$ cat src/hw/vic_consts.vh
`ifndef VIC_CONSTS_VH
`define VIC_CONSTS_VH
// Source bit positions in the request/enable vectors
`define VIC_SRC_TICK 0
`define VIC_SRC_BOTH 1
`define VIC_SRC_EDGE1 2
`define VIC_SRC_EDGE2 3
`define VIC_SRC_SER 4
`define VIC_SRC_CMP 5
`define VIC_SRC_TEST 6
`define VIC_SRC_WATCH 7
`define VIC_NSRC 8
// Vector table addresses
`define VIC_VEC_TICK 14'h0002
`define VIC_VEC_EDGE1 14'h0004
`define VIC_VEC_EDGE2 14'h0006
`define VIC_VEC_SER 14'h0008
`define VIC_VEC_CMP 14'h000A
// Reset values
`define VIC_RST_FLAGS 8'h00
`define VIC_RST_MODE 2'h0
// Edge mode codes
`define VIC_MODE_RISE 2'h0
`define VIC_MODE_FALL 2'h1
`define VIC_MODE_BOTH 2'h2
`define VIC_MODE_OFF 2'h3
`endif

$ cat src/hw/vic_ctrl.v
`timescale 1ns/10ps
`include "vic_consts.vh"
// Notes on behaviour
// - six vectored sources, nesting allowed by software
// - edge pin one selectable, edge two vectors
// - serial done and count match vector
// - count match raises its own compare request
// - both-edge pin requests on every edge
// - interval timer tick raises request
// - simultaneous requests taken in fixed priority
// - test sources flag only, never vector
// - test flag from pin rise or key fall
// - watch tick sets watch request flag
// - vector needs source and master enable
// - request flags readable by software
// - enabled request releases standby
// - vector address points into program table
// - reset clears flags, enables, modes
// - edge one and edge two each clocked through its own synchroniser
module vic_ctrl
#(
  parameter NKEY = 8
)
(
  input wire clk,
  input wire srst,
  input wire interval_tick_source,
  input wire both_edge_pin_source,
  input wire first_edge_pin,
  input wire second_edge_pin_source,
  input wire serial_done_source,
  input wire count_match_source,
  input wire rising_test_input,
  input wire [NKEY-1:0] key_return_inputs,
  input wire watch_tick_test_source,
  input wire master_irq_enable_wr,
  input wire master_irq_enable_in,
  input wire enable_wr,
  input wire [7:0] source_enable_in,
  input wire request_wr,
  input wire [7:0] request_in,
  input wire mode_wr,
  input wire [5:0] external_edge_mode_in,
  input wire vector_ack,
  output reg [7:0] source_request_flag,
  output reg [7:0] source_enable_flag,
  output reg master_irq_enable,
  output reg [5:0] external_edge_mode_regs,
  output reg vector_pending,
  output reg [13:0] vector_address,
  output reg [2:0] vector_source,
  output reg standby_release
);
  wire both_rise;
  wire both_fall;
  wire e1_rise;
  wire e1_fall;
  wire e2_rise;
  wire e2_fall;
  wire t_rise;
  wire [NKEY-1:0] k_fall;
  reg [7:0] set_d;
  reg [7:0] clr_d;
  reg [7:0] req_d;
  reg [5:0] vreq;
  reg [2:0] win_d;
  reg [13:0] addr_d;
  reg any_d;
  reg ack_q;

  // Selected-edge match for a two-bit mode field
  function edge_hit;
    input [1:0] mode;
    input r;
    input f;
    begin
      case (mode)
        `VIC_MODE_RISE: edge_hit = r;
        `VIC_MODE_FALL: edge_hit = f;
        `VIC_MODE_BOTH: edge_hit = r | f;
        default: edge_hit = 1'b0;
      endcase
    end
  endfunction

  vic_edge_det u_both
  (
    .clk(clk),
    .srst(srst),
    .pin(both_edge_pin_source),
    .rise(both_rise),
    .fall(both_fall)
  );

  vic_edge_det u_e1
  (
    .clk(clk),
    .srst(srst),
    .pin(first_edge_pin),
    .rise(e1_rise),
    .fall(e1_fall)
  );

  // Edge two is asynchronous on silicon; here synchronised instead
  vic_edge_det u_e2
  (
    .clk(clk),
    .srst(srst),
    .pin(second_edge_pin_source),
    .rise(e2_rise),
    .fall(e2_fall)
  );

  vic_edge_det u_test
  (
    .clk(clk),
    .srst(srst),
    .pin(rising_test_input),
    .rise(t_rise),
    .fall()
  );

  genvar gi;
  generate
    for (gi = 0; gi < NKEY; gi = gi + 1)
    begin : g_key
      vic_edge_det u_key
      (
        .clk(clk),
        .srst(srst),
        .pin(key_return_inputs[gi]),
        .rise(),
        .fall(k_fall[gi])
      );
    end
  endgenerate

  // Flag set terms; internal sources are same-clock pulses
  always @*
  begin
    set_d = 8'h00;
    set_d[`VIC_SRC_TICK] = interval_tick_source;
    set_d[`VIC_SRC_BOTH] = both_rise | both_fall;
    set_d[`VIC_SRC_EDGE1] = edge_hit(external_edge_mode_regs[1:0],
                                     e1_rise, e1_fall);
    set_d[`VIC_SRC_EDGE2] = edge_hit(external_edge_mode_regs[3:2],
                                     e2_rise, e2_fall);
    set_d[`VIC_SRC_SER] = serial_done_source;
    set_d[`VIC_SRC_CMP] = count_match_source;
    set_d[`VIC_SRC_TEST] = edge_hit(external_edge_mode_regs[5:4],
                                    t_rise, 1'b0) | (|k_fall);
    set_d[`VIC_SRC_WATCH] = watch_tick_test_source;
  end

  always @*
  begin
    vreq = source_request_flag[5:0] & source_enable_flag[5:0]
           & {6{master_irq_enable}};
    any_d = |vreq;
    win_d = 3'd0;
    addr_d = `VIC_VEC_TICK;
    if (vreq[`VIC_SRC_TICK] | vreq[`VIC_SRC_BOTH])
    begin
      win_d = vreq[`VIC_SRC_TICK] ? 3'd0 : 3'd1;
      addr_d = `VIC_VEC_TICK;
    end
    else if (vreq[`VIC_SRC_EDGE1])
    begin
      win_d = 3'd2;
      addr_d = `VIC_VEC_EDGE1;
    end
    else if (vreq[`VIC_SRC_EDGE2])
    begin
      win_d = 3'd3;
      addr_d = `VIC_VEC_EDGE2;
    end
    else if (vreq[`VIC_SRC_SER])
    begin
      win_d = 3'd4;
      addr_d = `VIC_VEC_SER;
    end
    else if (vreq[`VIC_SRC_CMP])
    begin
      win_d = 3'd5;
      addr_d = `VIC_VEC_CMP;
    end
  end

  always @*
  begin
    clr_d = 8'h00;
    if (vector_ack && vector_pending)
      clr_d[vector_source] = 1'b1;
    req_d = source_request_flag;
    if (request_wr)
      req_d = request_in;
    req_d = (req_d & ~clr_d) | set_d;
  end

  always @(posedge clk)
  begin
    if (srst)
    begin
      source_request_flag <= `VIC_RST_FLAGS;
      source_enable_flag <= `VIC_RST_FLAGS;
      master_irq_enable <= 1'b0;
      external_edge_mode_regs <= {3{`VIC_RST_MODE}};
      vector_pending <= 1'b0;
      vector_address <= `VIC_VEC_TICK;
      vector_source <= 3'd0;
      standby_release <= 1'b0;
      ack_q <= 1'b0;
    end
    else
    begin
      source_request_flag <= req_d;
      if (enable_wr)
        source_enable_flag <= source_enable_in;
      if (master_irq_enable_wr)
        master_irq_enable <= master_irq_enable_in;
      if (mode_wr)
        external_edge_mode_regs <= external_edge_mode_in;
      ack_q <= vector_ack;
      // test sources excluded from vectoring
      // Ack gap stops a stale vector after clear
      vector_pending <= any_d & ~vector_ack & ~ack_q;
      vector_address <= addr_d;
      vector_source <= win_d;
      standby_release <= |(source_request_flag & source_enable_flag);
    end
  end
endmodule

$ cat src/hw/vic_edge_det.v
`timescale 1ns/10ps
// Two-flop synchroniser plus rise/fall detector for one pin
module vic_edge_det
(
  input wire clk,
  input wire srst,
  input wire pin,
  output wire rise,
  output wire fall
);
  reg meta_q;
  reg sync_q;
  reg last_q;

  // First flop feeds only the second
  always @(posedge clk)
  begin
    if (srst)
    begin
      meta_q <= 1'b0;
      sync_q <= 1'b0;
      last_q <= 1'b0;
    end
    else
    begin
      meta_q <= pin;
      sync_q <= meta_q;
      last_q <= sync_q;
    end
  end

  assign rise = sync_q & ~last_q;
  assign fall = ~sync_q & last_q;
endmodule

$ cat config.mk
export PLATFORM = sky130hd
export DESIGN_NAME = vic_ctrl
export DESIGN_NICKNAME = d
export VERILOG_FILES = /design/src/hw/vic_ctrl.v /design/src/hw/vic_edge_det.v
export VERILOG_INCLUDE_DIRS = /design/src /design/src/hw
export SDC_FILE = /design/constraint.sdc
export NUM_CORES = 1
export LEC_CHECK = 0
export BUFFER_PORTS_ARGS = -buffer_cell sky130_fd_sc_hd__buf_2
export CELL_PAD_IN_SITES_DETAIL_PLACEMENT = 1
export CELL_PAD_IN_SITES_GLOBAL_PLACEMENT = 2
export CORE_MARGIN = 5
export CORE_UTILIZATION = 29
export DETAILED_ROUTE_END_ITERATION = 12
export PLACE_DENSITY_LB_ADDON = 0.1
export SLEW_MARGIN = 15
export SYNTH_ARGS = -nofsm -noshare
export SYNTH_HDL_FRONTEND = slang
export SYNTH_HIERARCHICAL = 1
export SYNTH_SLANG_ARGS = --single-unit
$ cat constraint.sdc
create_clock -name clk -period 1.6 [get_ports clk]
set_clock_uncertainty 0.15 [all_clocks]
set_input_delay 0 -clock clk [delete_from_list [all_inputs] [get_ports clk]]
set_output_delay 0 -clock clk [all_outputs]
set_load 0.05 [all_outputs]
==> results.txt, run 1 <==
----------------------------------------------------
[STA]
  Unrepaired setup endpoints after global routing ... no
  Highest clock frequency the design can meet ... 728 MHz
  Final hold violation count ... 0
  Final setup TNS ... 0 ps
  Finish-stage setup viols ... 0
  Final clock period utilization by the worst path ... 85.9%
  Minimum period implied by the final worst setup slack ... 1370 ps
  Max-slew violations ... 0

[Finish]
  Net total in the final layout ... 415
  Final Non-Filler Cells ... 479
  Antenna cells ... 0
  Share of layout cells above drive strength 1 ... 25.9%
  Fill cell total of the finished layout ... 928
  Synth-to-Final Area Change ... 53.1%
  Final cell area excluding filler cells ... 3670 sq um

[Worst setup path]
  Worst flop-to-flop path startpoint ... master_irq_enable
  Critical Path End Type ... register
  Worst setup slack for register-to-register paths ... 230 ps
  Max FO, Critical Path ... 4
  Kind of launch point of the worst setup path ... register
  WP buf/inv ... 1
  Kind of critical path ... reg2reg
  Arrival time of the worst setup path ... 1450 ps
  Cell type of the slowest stage on the worst timing path ... dlygate4sd3_1
  Reg2Reg Capture Point ... master_irq_enable
  Cell class contributing the biggest share of worst-path delay ... buffers and inverters
  Delay contributed by the slowest stage of the critical path ... 570 ps
  CP cell instances ... mux2i_1, dlygate4sd3_1, nor2_1
  Worst reg-to-reg path cell count ... 3
  Worst endpoint required time ... 1680 ps

[CTS]
  Buffer type at the clock tree root ... clkbuf_8
  Number of setup buffers added after CTS ... 0
  TritonCTS clock tree ... built
  Total number of H-tree levels ... 3
  Maximum number of buffers from clock root to sink ... 2
  Total clock buffers created by CTS ... 9
  Clk sink count ... 66
  CTS clk-pin slew, worst paths ... 70 ps
  Clock latency at the later pin of the worst-skew pair ... 340 ps
  Post-cts repair resize count ... 0

[Routing]
  Via-to-Cell Ratio ... 4.16
  Detailed-router iteration count before antenna repair ... 4
  Wirelength, routed ... 6170 um
  Initial detailed-routing violation count ... 17
  Post-route DRC violation count ... 0
  Post-DR wirelength/cell ... 12.9 um
  Via count ... 1993
  Number of antenna-violating nets in the routed design ... 0

[Floorplanning]
  Die outline width ... 101 um
  Total core area ... 8130 sq um
  Starting density of the core ... 29.4%
  Die Outline Area ... 10200 sq um
  Y dimension of the die ... 101 um
  I/O pin total ... 88
  Num rows ... 33

[Hold path]
  Min-Delay Endpoint ... source_request_flag[2]
  Launch instance of the worst min-delay path ... request_wr
  Worst hold path class ... in2reg
  Hold Path Stages ... 3

[Outcome]
  Outcome ... complete, no violations

[Global route]
  Total congestion overflow after global routing ... 0
  First-pass GRT wire length ... 10000 um
  Initial antenna violation count ... 0
  Maximum number of pins on one net before global-route repair ... 44
  Number of global-route vias before repair ... 2105
  Total global-route track usage ... 13.1%

[Yosys]
  Post-Syn Area ... 2390 sq um
  Yosys warning count ... 6
  Synthesized area per cell ... 10.2 sq um
  Number of instances in the synthesized netlist ... 234

[Power and ir drop]
  Leak pwr ... 0.00167 uW
  Power density normalized to cell area ... 1170 nW/um^2
  Maximum vdd drop ... 0.557 mV

[Place]
  Global placer's final weighted congestion ... 0.693
  Area after detailed placement ... 2840 sq um
  Placed insts ... 408
  Number of buffer cells added on primary ports ... 76

[Run]
  MaxCap Viol Count ... 0

----------------------------------------------------
-- flip-flops by register name, summed over array words and instances, names as in the netlist, 3 cells and up --
name / cells
g_key.u_key/last_q: 8
g_key.u_key/sync_q: 8
g_key.u_key/meta_q: 8
source_request_flag: 8
external_edge_mode_regs: 6
source_enable_flag: 8
vector_address: 3
-- how the worst max path moves through the flow --
| stage | cells past startpoint | slack (ps) | endpoint | start |
|---|---|---|---|---|
| floorplan | 3 | 100 | source_request_flag[6] | vector_source[0] |
| global placement | 3 | 340 | source_request_flag[6] | vector_source[0] |
| detailed placement | 3 | 350 | vector_address[3] | source_request_flag[1] |
| CTS | 3 | 260 | source_enable_flag[0] | source_enable_flag[0] |
| global route | 3 | 130 | master_irq_enable | master_irq_enable |
| finish | 3 | 230 | master_irq_enable | master_irq_enable |
-- power breakdown --
part | total, uW | switching [uW] | leakage (uW) | internal [uW]
registers | 1780 | 52.4 | 0.000544 | 1720
clock network | 1890 | 653 | 0.000137 | 1240
logic | 614 | 357 | 0.000990 | 257
total | 4280 | 1060 | 0.00167 | 3220
-- per-layer routing --
layer / track usage, % / vias up / part of all wire, % / routed length (um)
met5: 0 / - / 0 / 0
met4: 6.84 / 0 / 1.6 / 97
met1: 14.8 / 911 / 42 / 2580
li1: - / 1020 / - / -
met2: 22.3 / 55 / 51 / 3120
met3: 3.53 / 7 / 6.2 / 380
-- layout make-up --
type | instances | area (sq um) | area share (%)
repair buffers | 133 | 958 | 26.1
well taps | 105 | 131 | 3.58
multi-input cells | 157 | 972 | 26.5
clock inverters | 6 | 138 | 3.75
clock buffers | 10 | 138 | 3.75
inverters | 2 | 7.51 | 0.205
flip-flops and latches | 66 | 1320 | 36.0
-- metrics by stage --
| step | hold slack [ps] | setup WS (ps) | util [%] | power, uW |
|---|---|---|---|---|
| finish | 54.9 | 226 | 45.1 | 4280 |
| global placement | 58.7 | 344 | 34.9 | 2310 |
| floorplan | -78.4 | 95.5 | - | 2180 |
| global route | 41.9 | 132 | 45.1 | 4490 |
| detailed placement | 65.3 | 345 | 34.9 | 2320 |
| CTS | 25.8 | 259 | 45.1 | 4360 |
-- timing repair --
action / CTS / global route
setup endpoints to repair: 0 / 0
hold endpoints to repair: 41 / 0
hold buffers: 55 / 0
-- cells in the final DEF (no fill, tap or decap), types with 2 or more instances in the layout --
cell type,instances
nand3b_1,3
clkbuf_8,10
nor2b_1,53
nand2_1,6
nand2b_1,2
a21oi_1,9
mux2i_1,22
nor4_1,3
buf_2,76
conb_1,11
clkinv_4,2
a31oi_1,3
inv_1,2
nor2_1,29
nand3_1,2
dfxtp_1,66
dlygate4sd3_1,55
bufinv_16,4
-- worst register-to-register path, cell delays in order, from the launching register on --
cell and delay [ps]:
dfxtp_1 360, mux2i_1 160, dlygate4sd3_1 570, nor2_1 40
Power figures use the tool's default switching activity.
==> run 2: changes to the inputs <==
- RECOVER_POWER: unset -> 50
==> run 2 against run 1 <==
Die area is the same. Core utilization shrank 0.18 points. Sequential power is essentially flat. Critical endpoint unchanged.
==> results.txt, run 2 (synthesis gave the netlist of run 1 again) <==
----------------------------------------------------
[Power and ir drop]
  Maximum vdd drop ... 0.558 mV (about the same)
  Relative contribution of combinational cells to total power ... 14.2% (about the same)
  Total power ... 4280 uW (about the same)
  Power density normalized to cell area ... 1170 nW/um^2 (+0.32%)
  Share of total power in the clock network ... 44.3% (about the same)
  Switching Power ... 1060 uW (about the same)
  Leak pwr ... 0.00163 uW (-2.2%)
  Sw Share ... 24.8% (+0.035 points)
  Cell-internal power ... 3220 uW (-0.14%)
  Sequential share of power ... 41.5% (about the same)

[Global route]
  Number of global-route vias before repair ... 2105 (unchanged)
  Total global-route track usage ... 13.1% (unchanged)
  Total congestion overflow after global routing ... 0 (unchanged)
  Initial antenna violation count ... 0 (unchanged)
  Maximum number of pins on one net before global-route repair ... 44 (unchanged)
  First-pass GRT wire length ... 10000 um (unchanged)

[CTS]
  Maximum number of buffers from clock root to sink ... 2 (unchanged)
  Clock latency at the later pin of the worst-skew pair ... 340 ps (about the same)
  Total number of H-tree levels ... 3 (unchanged)
  Buffer type at the clock tree root ... clkbuf_8
  Clk sink count ... 66 (unchanged)
  CTS clk-pin slew, worst paths ... 70 ps (about the same)
  Post-cts repair resize count ... 0 (unchanged)
  Total clock buffers created by CTS ... 9 (unchanged)
  TritonCTS clock tree ... built

[Floorplanning]
  Die Outline Area ... 10200 sq um (unchanged)
  I/O pin total ... 88 (unchanged)
  Y dimension of the die ... 101 um (unchanged)
  Starting density of the core ... 29.4% (unchanged)
  Num rows ... 33 (unchanged)
  Die outline width ... 101 um (unchanged)
  Total core area ... 8130 sq um (unchanged)

[Finish]
  Share of layout cells above drive strength 1 ... 23.3% (-2.7 points)
  Final Non-Filler Cells ... 479 (unchanged)
  Antenna cells ... 0 (unchanged)
  Top library cells by usage in the layout, fill and taps aside ... dfxtp_1, buf_2, dlygate4sd3_1
  Net total in the final layout ... 415 (unchanged)
  Final cell area excluding filler cells ... 3650 sq um (-0.41%)
  Synth-to-Final Area Change ... 52.5%

[Worst setup path]
  Cell class contributing the biggest share of worst-path delay ... buffers and inverters
  Kind of critical path ... reg2reg
  Delay contributed by the slowest stage of the critical path ... 570 ps (about the same)
  Max FO, Critical Path ... 4 (unchanged)
  Cell type of the slowest stage on the worst timing path ... dlygate4sd3_1
  Arrival time of the worst setup path ... 1450 ps (about the same)
  WP buf/inv ... 1 (unchanged)
  Critical Path End Type ... register
  Kind of launch point of the worst setup path ... register
  CP cell instances ... mux2i_1, dlygate4sd3_1, nor2_1
  Worst endpoint required time ... 1680 ps (about the same)

[STA]
  Least-Margin Pin Slew ... 619 ps
  Final setup TNS ... 0 ps (unchanged)
  Final hold slack ... 54.6 ps (-0.278 ps)
  Final hold violation count ... 0 (unchanged)
  Unrepaired setup endpoints after global routing ... no
  Minimum period implied by the final worst setup slack ... 1370 ps (+0.0930 ps)
  Finish-stage setup viols ... 0 (unchanged)
  Highest clock frequency the design can meet ... 727 MHz (about the same)
  Normalized max-slew margin ... 58.9%
  Max-slew violations ... 0 (unchanged)
  Final clock period utilization by the worst path ... 85.9% (about the same)

[Routing]
  Number of antenna-violating nets in the routed design ... 0 (unchanged)
  Initial detailed-routing violation count ... 15 (-2)
  Wirelength, routed ... 6180 um (+0.19%)
  Post-route DRC violation count ... 0 (unchanged)
  Post-DR wirelength/cell ... 12.9 um (+0.19%)
  Via-to-Cell Ratio ... 4.16 (unchanged)
  Via count ... 1993 (unchanged)
  Detailed-router iteration count before antenna repair ... 4 (unchanged)

[Run]
  MaxCap Viol Count ... 0 (unchanged)

[Place]
  Number of buffer cells added on primary ports ... 76 (unchanged)
  Placed insts ... 408 (unchanged)
  Global placer's final weighted congestion ... 0.693 (unchanged)
  Area after detailed placement ... 2840 sq um (unchanged)

[Outcome]
  Outcome ... complete, no violations

[Hold path]
  Worst hold path class ... in2reg

----------------------------------------------------
run 2: cell types whose count changed in the layout (fill, tap and decap cells not counted), sizes merged:
cell    before  now
clkbuf      10   21
buf         78   67
run 2: worst paths after layout:
check / startpoint / to / slack (ps) / cells past startpoint
max: master_irq_enable / master_irq_enable / 230 / 3
min reg2reg: ack_q / vector_pending / 250 / 1
max reg2reg: master_irq_enable / master_irq_enable / 230 / 3
min: request_wr / source_request_flag[2] / 50 / 3
run 2: final cells by class:
class / count / area (sq um)
sequential: 66 / 1320
multi-input combinational: 157 / 972
timing repair buffer: 133 / 943
clock inverter: 6 / 138
tap: 105 / 131
inverter: 2 / 7.51
clock buffer: 10 / 138
fill: 929 / 4480
run 2: stage by stage:
step | setup slack (ps) | util [%]
floorplan | 95.5 | -
global placement | 344 | 34.9
detailed placement | 345 | 34.9
CTS | 259 | 45.1
global route | 100 | 44.9
finish | 225 | 44.9
run 2: power by group through the flow:
stage | clock network [uW] | registers [uW] | logic, uW
global route | 2030 | 1790 | 660
global placement | 0 | 1810 | 496
detailed placement | 0 | 1820 | 499
floorplan | 0 | 1950 | 226
CTS | 1960 | 1780 | 618
finish | 1890 | 1780 | 610
run 2: worst register-to-register path: cells and delay by family, from the launching register on:
| kind | cells | cell delay (ps) |
|---|---|---|
| simple gates | 1 | 40 |
| flops | 1 | 360 |
| mux | 1 | 160 |
| buf+inv | 1 | 570 |
run 2: what timing repair did:
item,4_1_cts,5_1_grt
setup buffers,0,0
hold endpoints to repair,41,0
hold buffers,55,0
run 2: layer usage:
layer	global-route usage [%]	vias to the layer above	part of all wire (%)
li1	-	1020	-
met2	22.3	55	50
met4	6.84	0	1.6
met1	14.8	911	42
met5	0	-	0
met3	3.53	7	6.4
==> run 3: changes to the inputs <==
- GPL_TIMING_DRIVEN: unset -> 0
- SLEW_MARGIN: 15 -> 20
==> run 3 against run 2 <==
Combinational power is 4.9% higher. Non-clock buffer count is 18 higher. Global-route usage is 0.11 points higher. Fmax is 11% lower. Die area stayed put. Routed wire length is 5.5% higher. Sequential share of layout area is 0.48 points lower. Sequential power hardly changed. Worst setup slack worse by 160 ps. Clock-buffer cell count is 1 higher. Critical path depth is 4 higher. Largest cell class unchanged.
==> results.txt, run 3 (synthesis gave the netlist of run 1 again) <==
----------------------------------------------------
[Outcome]
  Outcome ... complete, no violations

[Global route]
  Initial antenna violation count ... 0 (unchanged)
  Met1 track demand over resource in global routing ... 14.4% (-0.36 points)
  Number of global-route vias before repair ... 2178 (+3.5%)
  Total global-route track usage ... 13.2% (+0.11 points)
  Global-route track usage on met2 ... 23.1% (+0.81 points)
  Total congestion overflow after global routing ... 0 (unchanged)
  First-pass GRT wire length ... 10200 um (+1.4%)
  Global routing usage on met3 ... 5.26% (+1.7 points)
  Maximum number of pins on one net before global-route repair ... 38 (-14%)
  Top Usage Layer GRT ... met2

[Routing]
  Post-DR wirelength/cell ... 13.1 um (+1.7%)
  Via-to-Cell Ratio ... 4.18 (+0.44%)
  Post-route DRC violation count ... 0 (unchanged)
  Wirelength, routed ... 6530 um (+5.5%)
  Via count ... 2077 (+4.2%)
  Detailed-router iteration count before antenna repair ... 4 (unchanged)
  Number of antenna-violating nets in the routed design ... 0 (unchanged)
  Initial detailed-routing violation count ... 24 (+9)

[Worst setup path]
  Cell type of the slowest stage on the worst timing path ... dlygate4sd3_1
  Arrival time of the worst setup path ... 1590 ps (+140 ps)
  Delay contributed by the slowest stage of the critical path ... 560 ps (about the same)
  Worst endpoint required time ... 1650 ps (-30 ps)
  Critical Path End Type ... register
  Setup crit start ... request_wr
  CP cell instances ... dlygate4sd3_1, buf_6, mux2i_1, dlygate4sd3_1, a21oi_1, nor2_1, nor2_1
  Kind of launch point of the worst setup path ... primary input
  Max FO, Critical Path ... 5 (+1)
  Worst flop-to-flop path startpoint ... source_request_flag[0]
  Kind of critical path ... in2reg

[STA]
  Normalized max-slew margin ... 51.5% (-7.4 points)
  Minimum period implied by the final worst setup slack ... 1540 ps (+162 ps)
  Unrepaired setup endpoints after global routing ... no
  Final hold violation count ... 0 (unchanged)
  Least-Margin Pin Slew ... 727 ps (+108 ps)
  Highest clock frequency the design can meet ... 651 MHz (-11%)
  Finish-stage setup viols ... 0 (unchanged)
  Final clock period utilization by the worst path ... 96.0% (+10 points)
  Max-slew violations ... 0 (unchanged)

[Place]
  Placed insts ... 422 (+3.4%)
  HPWL after detailed placement ... 4410 um
  Global placer's final weighted congestion ... 0.739 (+6.6%)
  Number of buffer cells added on primary ports ... 73 (-3.9%)

[Finish]
  Final Non-Filler Cells ... 497 (+3.8%)
  Synth-to-Final Area Change ... 54.6%
  Share of layout cells above drive strength 1 ... 26.0% (+2.8 points)
  Net total in the final layout ... 433 (+4.3%)
  Top library cells by usage in the layout, fill and taps aside ... dfxtp_1, buf_2, dlygate4sd3_1
  Leading cell type in the layout, fill and taps excluded ... dfxtp_1
  Antenna cells ... 0 (unchanged)

[Floorplanning]
  Y dimension of the die ... 101 um (unchanged)
  Starting density of the core ... 29.4% (unchanged)
  Die outline width ... 101 um (unchanged)
  Die Outline Area ... 10200 sq um (unchanged)
  Num rows ... 33 (unchanged)
  Total core area ... 8130 sq um (unchanged)
  I/O pin total ... 88 (unchanged)

[CTS]
  Buffer type at the clock tree root ... clkbuf_8
  Total clock buffers created by CTS ... 9 (unchanged)
  Clock latency at the later pin of the worst-skew pair ... 330 ps (about the same)
  TritonCTS clock tree ... built
  CTS clk-pin slew, worst paths ... 70 ps (about the same)
  Total number of H-tree levels ... 3 (unchanged)
  Clk sink count ... 66 (unchanged)
  Maximum number of buffers from clock root to sink ... 2 (unchanged)

[Power and ir drop]
  Sw Share ... 27.0% (+2.2 points)
  Relative contribution of combinational cells to total power ... 16.7% (+2.5 points)
  Maximum vdd drop ... 0.498 mV (-11%)
  Share of total power in the clock network ... 36.9% (-7.4 points)
  Leak pwr ... 0.00168 uW (+2.9%)
  Total power ... 3830 uW (-10%)
  Sequential share of power ... 46.4% (+4.9 points)
  Switching Power ... 1030 uW (-2.7%)
  Cell-internal power ... 2800 uW (-13%)
  Power density normalized to cell area ... 1030 nW/um^2 (-12%)

[Run]
  MaxCap Viol Count ... 0 (unchanged)

[Hold path]
  Worst hold path class ... in2reg
  Launch instance of the worst min-delay path ... request_in[6]

----------------------------------------------------
## run 3: stage by stage
| step | hold WS, ps | setup slack [ps] | utilization (%) | setup TNS [ps] | cell area, sq um |
|---|---|---|---|---|---|
| 5_1_grt | 79.0 | 9.06 | 45.5 | 0 | 3700 |
| 6_report | 66.9 | 63.8 | 45.5 | 0 | 3700 |
| 4_1_cts | 43.7 | 54.8 | 45.4 | 0 | 3690 |
| 3_5_place_dp | 61.8 | -197 | 36.0 | -3500 | 2930 |
| 3_3_place_gp | 57.1 | -183 | 36.0 | -3480 | 2930 |
| 2_1_floorplan | -78.4 | 95.5 | - | 0 | 2430 |
## run 3: timing repair
action	CTS	global route
buffers inserted	0	3
setup endpoints to repair	0	1
hold buffers	56	0
gates resized for setup	0	1
hold endpoints to repair	36	0
## run 3: worst max-delay path, delay by kind of cell
family | cells | cell delay (ps)
buffers and inverters | 3 | 1230
and+or+nand+nor | 2 | 120
muxes | 1 | 180
AOI/OAI and AO/OA | 1 | 40
## run 3: final cells by class
type                            count  area [sq um]
Sequential cell                    66          1320
Timing Repair Buffer              132           935
Tap cell                          105           131
Multi-Input combinational cell    157           972
Inverter                            2          7.51
Fill cell                         969          4430
Clock buffer                       11           151
Clock inverter                      5          52.6
Buffer                             19           131
## run 3: worst paths after layout
check / slack (ps) / end / depth (start not counted)
setup / recovery: 60 / source_request_flag[0] / 7
hold / removal: 70 / source_request_flag[6] / 4
setup reg to reg: 110 / source_request_flag[0] / 5
hold reg to reg: 260 / vector_pending / 1
## run 3: routing by layer
metal	wire, um	up-vias
met5	0	-
met4	65	0
met3	425	4
met2	3370	55
met1	2670	966
li1	-	1052
## run 3: power by group through the flow
stage                     combinational (uW)  clock [uW]  sequential, uW
after detailed placement                 517           0            1820
after global routing                     687        1550            1790
after global placement                   512           0            1810
after floorplan                          226           0            1950
final                                    640        1410            1780
after CTS                                639        1470            1780
